$ cat config.mk
export PLATFORM = sky130hd
export DESIGN_NAME = srr_responder
export DESIGN_NICKNAME = d
export VERILOG_FILES = /design/src/hw/srr_responder.v
export VERILOG_INCLUDE_DIRS = /design/src /design/src/include
export SDC_FILE = /design/constraint.sdc
export NUM_CORES = 2
export LEC_CHECK = 0
export ABC_AREA = 1
export BUFFER_PORTS_ARGS = -buffer_cell sky130_fd_sc_hd__buf_4
export CORE_MARGIN = 1.5
export CORE_UTILIZATION = 45
export CTS_CLUSTER_SIZE = 28
export DETAILED_ROUTE_END_ITERATION = 7
export PLACE_DENSITY = 0.72
export REMOVE_ABC_BUFFERS = 1
export SLEW_MARGIN = 20
export SYNTH_ARGS = -nofsm -noshare
export SYNTH_HDL_FRONTEND = slang
export SYNTH_SLANG_ARGS = --single-unit
$ cat constraint.sdc
create_clock -name i_clk_sys -period 9 [get_ports i_clk_sys]
set_input_delay 0.9 -clock i_clk_sys [delete_from_list [all_inputs] [get_ports i_clk_sys]]
set_output_delay 0.9 -clock i_clk_sys [all_outputs]
set_load 0.005 [all_outputs]
$ cat src/include/srr_defs.vh
// constants for the settings report responder
// Function
// request then carriage return starts report
// reply length varies with loaded content
// second field: three-digit body character count
// third field: two-digit body field count
// fourth field: start-of-text before data
// end-of-text is the last character
// first field names the answered request
`ifndef SRR_DEFS_VH
`define SRR_DEFS_VH

// request characters and terminator
`define SRR_REQ_C0       8'h4e
`define SRR_REQ_C1       8'h50
`define SRR_REQ_C2       8'h56
`define SRR_REQ_C3       8'h53
`define SRR_CR           8'h0d

// framing codes and ascii digit base
`define SRR_STX          8'h02
`define SRR_ETX          8'h03
`define SRR_ASCII_ZERO   8'h30

// last character index of each field, one less than its width in characters
`define SRR_NAME_LEN     2'h3
`define SRR_CCNT_LEN     2'h2
`define SRR_FCNT_LEN     2'h1

// body store
`define SRR_BODY_DEPTH   256
`define SRR_BODY_MAX     8'hff
`define SRR_FLD_MAX      7'h63

`endif

$ cat src/hw/srr_responder.v
// settings report responder: request parser and framed report sender
`timescale 1ns/1ps
`default_nettype none
`include "srr_defs.vh"

module srr_responder (
   input  wire       i_clk_sys,
   input  wire       i_nrst,
   input  wire [7:0] i_rx_data,
   input  wire       i_rx_valid,
   input  wire [7:0] i_load_data,
   input  wire       i_load_valid,
   input  wire       i_load_fld_end,
   input  wire       i_load_clear,
   input  wire       i_tx_ready,
   output reg  [7:0] o_tx_data,
   output reg        o_tx_valid,
   output reg        o_busy,
   output reg        o_load_ready
);

   localparam [6:0] ST_IDLE = 7'h01;
   localparam [6:0] ST_NAME = 7'h02;
   localparam [6:0] ST_CCNT = 7'h04;
   localparam [6:0] ST_FCNT = 7'h08;
   localparam [6:0] ST_STX  = 7'h10;
   localparam [6:0] ST_BODY = 7'h20;
   localparam [6:0] ST_ETX  = 7'h40;

   reg  [7:0] body_mem [0:`SRR_BODY_DEPTH-1];
   reg  [7:0] body_len;
   reg  [6:0] fld_cnt;
   reg  [7:0] rx_hist [0:3];
   reg  [6:0] state;
   reg  [7:0] idx;
   reg        last_sent;
   reg  [6:0] next_state;
   reg  [7:0] next_idx;
   reg  [7:0] next_byte;
   reg        next_last;
   wire [3:0] char_hit;
   wire       req_hit;
   wire       adv;
   wire       load_ok;

   // decimal digit of a count as an ascii character
   function [7:0] srr_digit;
      input [7:0] val;
      input [1:0] pos;
      reg   [7:0] d;
      begin
         d = 8'h00;
         case (pos)
            2'h2:    d = val / 8'd100;
            2'h1:    d = (val / 8'd10) % 8'd10;
            default: d = val % 8'd10;
         endcase
         srr_digit = `SRR_ASCII_ZERO + d;
      end
   endfunction

   // expected request character at a position
   function [7:0] srr_req_char;
      input [1:0] pos;
      begin
         case (pos)
            2'h0:    srr_req_char = `SRR_REQ_C0;
            2'h1:    srr_req_char = `SRR_REQ_C1;
            2'h2:    srr_req_char = `SRR_REQ_C2;
            default: srr_req_char = `SRR_REQ_C3;
         endcase
      end
   endfunction

   genvar g;
   generate
      for (g = 0; g < 4; g = g + 1) begin : g_match
         assign char_hit[g] = (rx_hist[g] == srr_req_char(g[1:0]));
      end
   endgenerate

   // request plus carriage return
   assign req_hit = i_rx_valid && (i_rx_data == `SRR_CR) && (&char_hit);

   // a byte is handed over when the slot is empty or being taken
   assign adv = (state != ST_IDLE) && (!o_tx_valid || i_tx_ready);

   // body is frozen while a report is in flight
   assign load_ok = (state == ST_IDLE) && (body_len != `SRR_BODY_MAX);

   // receive history; a terminator restarts matching
   always @(posedge i_clk_sys) begin
      if (!i_nrst) begin
         rx_hist[0] <= 8'h00;
         rx_hist[1] <= 8'h00;
         rx_hist[2] <= 8'h00;
         rx_hist[3] <= 8'h00;
      end else if (i_rx_valid) begin
         if (i_rx_data == `SRR_CR) begin
            rx_hist[0] <= 8'h00;
            rx_hist[1] <= 8'h00;
            rx_hist[2] <= 8'h00;
            rx_hist[3] <= 8'h00;
         end else begin
            rx_hist[0] <= rx_hist[1];
            rx_hist[1] <= rx_hist[2];
            rx_hist[2] <= rx_hist[3];
            rx_hist[3] <= i_rx_data;
         end
      end
   end

   always @(posedge i_clk_sys) begin
      if (load_ok && i_load_valid && !i_load_clear) begin
         body_mem[body_len] <= i_load_data;
      end
   end

   // length and field count follow the loaded body
   always @(posedge i_clk_sys) begin
      if (!i_nrst) begin
         body_len <= 8'h00;
         fld_cnt  <= 7'h00;
      end else if (state == ST_IDLE && i_load_clear) begin
         body_len <= 8'h00;
         fld_cnt  <= 7'h00;
      end else if (load_ok && i_load_valid) begin
         body_len <= body_len + 8'h01;
         // two digits only, so the count saturates
         if (i_load_fld_end && fld_cnt != `SRR_FLD_MAX) begin
            fld_cnt <= fld_cnt + 7'h01;
         end
      end
   end

   always @* begin
      next_state = state;
      next_idx   = idx + 8'h01;
      next_byte  = 8'h00;
      next_last  = 1'b0;
      case (state)
         ST_NAME: begin
            // request name first
            next_byte = srr_req_char(idx[1:0]);
            if (idx[1:0] == `SRR_NAME_LEN) begin
               next_state = ST_CCNT;
               next_idx   = 8'h00;
            end
         end
         ST_CCNT: begin
            // hundreds, tens, units
            next_byte = srr_digit(body_len, `SRR_CCNT_LEN - idx[1:0]);
            if (idx[1:0] == `SRR_CCNT_LEN) begin
               next_state = ST_FCNT;
               next_idx   = 8'h00;
            end
         end
         ST_FCNT: begin
            // tens, units
            next_byte = srr_digit({1'b0, fld_cnt},
                                  `SRR_FCNT_LEN - idx[1:0]);
            if (idx[1:0] == `SRR_FCNT_LEN) begin
               next_state = ST_STX;
               next_idx   = 8'h00;
            end
         end
         ST_STX: begin
            // start code ahead of data
            next_byte  = `SRR_STX;
            next_idx   = 8'h00;
            next_state = (body_len == 8'h00) ? ST_ETX : ST_BODY;
         end
         ST_BODY: begin
            next_byte = body_mem[idx];
            if (idx == body_len - 8'h01) begin
               next_state = ST_ETX;
               next_idx   = 8'h00;
            end
         end
         ST_ETX: begin
            // stop code closes the report
            next_byte  = `SRR_ETX;
            next_last  = 1'b1;
            next_idx   = 8'h00;
         end
         default: begin
            next_idx = 8'h00;
         end
      endcase
   end

   always @(posedge i_clk_sys) begin
      if (!i_nrst) begin
         state        <= ST_IDLE;
         idx          <= 8'h00;
         last_sent    <= 1'b0;
         o_tx_data    <= 8'h00;
         o_tx_valid   <= 1'b0;
         o_busy       <= 1'b0;
         o_load_ready <= 1'b1;
      end else begin
         o_load_ready <= (state == ST_IDLE) && !req_hit &&
                         (body_len != `SRR_BODY_MAX);
         if (state == ST_IDLE) begin
            // requests during a report are dropped, not queued
            if (req_hit) begin
               state        <= ST_NAME;
               idx          <= 8'h00;
               o_busy       <= 1'b1;
               o_load_ready <= 1'b0;
            end
         end else if (adv) begin
            if (last_sent) begin
               // stop code was taken; report complete
               state      <= ST_IDLE;
               last_sent  <= 1'b0;
               o_tx_valid <= 1'b0;
               o_busy     <= 1'b0;
            end else begin
               o_tx_data  <= next_byte;
               o_tx_valid <= 1'b1;
               last_sent  <= next_last;
               state      <= next_state;
               idx        <= next_idx;
            end
         end
      end
   end

endmodule // srr_responder

`default_nettype wire

==> flow_summary.toml <==
[status]
status = "finished clean"

[run]
cap_violations = 0

[synth]
yosys.area_share.simple = 0.100
synth_async_sr_flop_share = 0
yosysUniqueCellTypes = 60
synth.cell_area_um2 = 86800
ys_warn_count = 0
postSynthAreaPerCell_um2 = 12.2
synth_seq_area_share = 0.730
synthMuxAreaShare = 0
synthAdderAreaFrac = 0.00375
synth_edf_count = 2072
netlist_instances = 7118
synth_xor_area_frac = 0.00280
synth_top_area_cell = "edfxtp_1"
ys_ff_latch = 2130
synth-compound-area-share = 0.134
ys.flop_type = "edfxtp_1"
synth_area_leaders = "edfxtp_1 72%, o21ai_0 7.7%, nor2_1 7.4%"
synth_top_area_share = 0.717
synth_top_family_by_area = "compound AO/OA/AOI/OAI gates"

[clock_network]
htreeDepth = 4
cts_buffer_depth = 3
cts_tree = "done"
worstSkewPairLatency_ns = 0.85
cts_resized = 0
post_cts_buffers = 0
cts_hold_buf = 0
clock-sinks = 2130
clkSlewWorstSetupHoldPaths_ns = 0.07
cts_buffers = 206
cts-root-buf = "clkbuf_16"

[pwr]
leakagePower_nw = 30.9
vdd_ir_drop_max_v = 0.000179
powerDensity_nw_per_um2 = 209
power_mw = 20.1

[worst_hold_path]
min_path_type = "input port to register"

[routing]
wl_mm = 239
drt_iter0_drc = 9166
viasPerCell = 6.12
dr.pass1.iters = 8
vias = 58881
drcViolationCount = 0
wl_per_cell_um = 24.8
drtAntennaViolNets = 0

[finish]
layout.cells.non_filler = 9619
nets = 6988
syn2layout_area_growth_pct = 10.4
layout-drive-gt1-share = 0.0712
mostFrequentLayoutCell = "edfxtp_1"
fillers = 15832
layout_common_cells = "2072 x edfxtp_1, 1719 x nor2_1, 1327 x o21ai_0"

[sta]
rsz0062_at_grt = "no"
setup_viol = 0
post-route-period-util = 0.576
min_period_ns = 5.18
fmax_mhz = 193
tightest_slew_ns = 1.33
slew_viol_final = 0
relSlewSlack = 0.116
finalHoldViolations = 0
setup_tns_ns = 0
skew_ns = 0.0276

[grt]
grt_pass1_vias = 55487
gr-total-overflow = 0
antenna_found_initial = 2
grt.total_usage = 0.237
grt_max_degree = 229
grt_pass1_wl_mm = 353

[setup_path]
required_ns = 9.76
crit_fanout = 167
worstPathArrival_ns = 5.94
worst_setup_path_start_kind = "register"
critPathKind = "register to register"
cp-end-kind = "register"

[floorplanning]
fp-row-count = 160
initial_core_util = 0.455
die-area_um2 = 195000
die_x_um = 442
io_pins = 34
core-area_um2 = 191000
die_h_um = 442

[placed_design]
place_congestion = 0.929
dp.cells = 9242
hpwl_mm = 136
port-buffer-count = 33
-- final cells by class --
class	instances	area [um2]	area share
Sequential cell	2130	63400	0.662
Multi-Input combinational cell	4338	21000	0.219
Clock buffer	258	5430	0.0567
Tap cell	2511	3140	0.0328
Clock inverter	115	1150	0.0120
Timing Repair Buffer	107	1010	0.0106
Inverter	156	617	0.00644
Antenna cell	4	10.0	0.000105
-- worst max-delay path: stages (launching register included) --
cell and delay (ns):
dfxtp_4 0.53, inv_8 0.50, buf_4 0.80, o21ai_0 0.24, o22ai_1 0.20, nor2_1 0.06
o22ai_1 0.51, o21ai_0 0.17, o22ai_1 0.57, a21oi_1 0.29, a221o_1 0.46, nand4_1 0.11
nand2_1 0.07, a21oi_1 0.13
-- synthesized netlist by cell type (2+ instances only) --
| cell | n |
|---|---|
| clkinv_1 | 5 |
| o2111ai_1 | 2 |
| buf_1 | 13 |
| inv_2 | 12 |
| o21bai_1 | 3 |
| ha_1 | 26 |
| nor4_1 | 9 |
| a21oi_2 | 2 |
| nor2_4 | 6 |
| nand2_4 | 11 |
| o32ai_1 | 38 |
| inv_1 | 136 |
| nor3_1 | 18 |
| a2111oi_0 | 2 |
| inv_4 | 3 |
| nand3_2 | 5 |
| xor2_1 | 17 |
| o22ai_1 | 632 |
| nor2_1 | 1720 |
| nand3b_1 | 6 |
| o21ai_0 | 1327 |
| a221o_1 | 4 |
| xor2_2 | 2 |
| nor2_2 | 6 |
| o211ai_1 | 7 |
| xnor2_1 | 7 |
| dfxtp_1 | 58 |
| a31oi_1 | 6 |
| nand4_1 | 19 |
| o21ai_2 | 5 |
| a21oi_1 | 58 |
| or2_2 | 4 |
| a211oi_1 | 2 |
| nand3_1 | 96 |
| o221ai_1 | 5 |
| o21ai_1 | 9 |
| nand2_1 | 240 |
| nand2_2 | 21 |
| buf_6 | 4 |
| edfxtp_1 | 2072 |
| clkbuf_1 | 481 |
-- per-stage QoR --
stage | hold slack, ns | area [um2] | worst slack (ns) | util
floorplan | 0.454 | 84900 | -33.78 | -
global placement | 0.460 | 89200 | 4.10 | 0.467
detailed placement | 0.465 | 89200 | 4.15 | 0.467
CTS | 0.321 | 95800 | 4.10 | 0.502
global route | 0.356 | 95800 | 3.71 | 0.502
finish | 0.366 | 95800 | 3.82 | 0.502
-- worst paths after layout --
check / start / end / slack, ns / cells after the start
setup / recovery: register / o_tx_data[1] / 3.82 / 13
hold / removal: i_nrst / o_load_ready / 0.37 / 2
setup reg to reg: register / o_tx_data[1] / 3.82 / 13
hold reg to reg: o_busy / o_busy / 0.47 / 2
-- kinds of logic after synthesis --
kind of cell / Yosys count
AO/OA/AOI/OAI: 2110
XOR/XNOR: 26
adder cells (fa/ha/maj): 26
buffers and inverters: 657
flip-flops: 2130
other: 1
AND/OR/NAND/NOR: 2168
-- power breakdown --
group,switching (mW),total (mW),internal [mW],leakage [nW]
Combinational,0.505,0.626,0.121,8.61
Sequential,0.0234,10.9,10.9,19.1
Clock,3.71,8.50,4.80,3.19
Total,4.23,20.1,15.8,30.9
-- metal layers --
metal  GRT usage  vias to the layer above  share of wire
li1            -                    25794              -
met1       0.326                    28865           0.38
met2       0.362                     3706           0.46
met3      0.0540                      514           0.12
met4       0.102                        2          0.042
met5           0                        -       0.000042
-- sequential cells by signal (all words and copies together) (netlist names), 7 cells and up, named ones only --
| register | flops |
|---|---|
| body_len | 8 |
| body_mem | 2048 |
| fld_cnt | 7 |
| idx | 8 |
| o_tx_data | 8 |
| rx_hist | 32 |
| state | 7 |
Power figures use the tool's default switching activity.
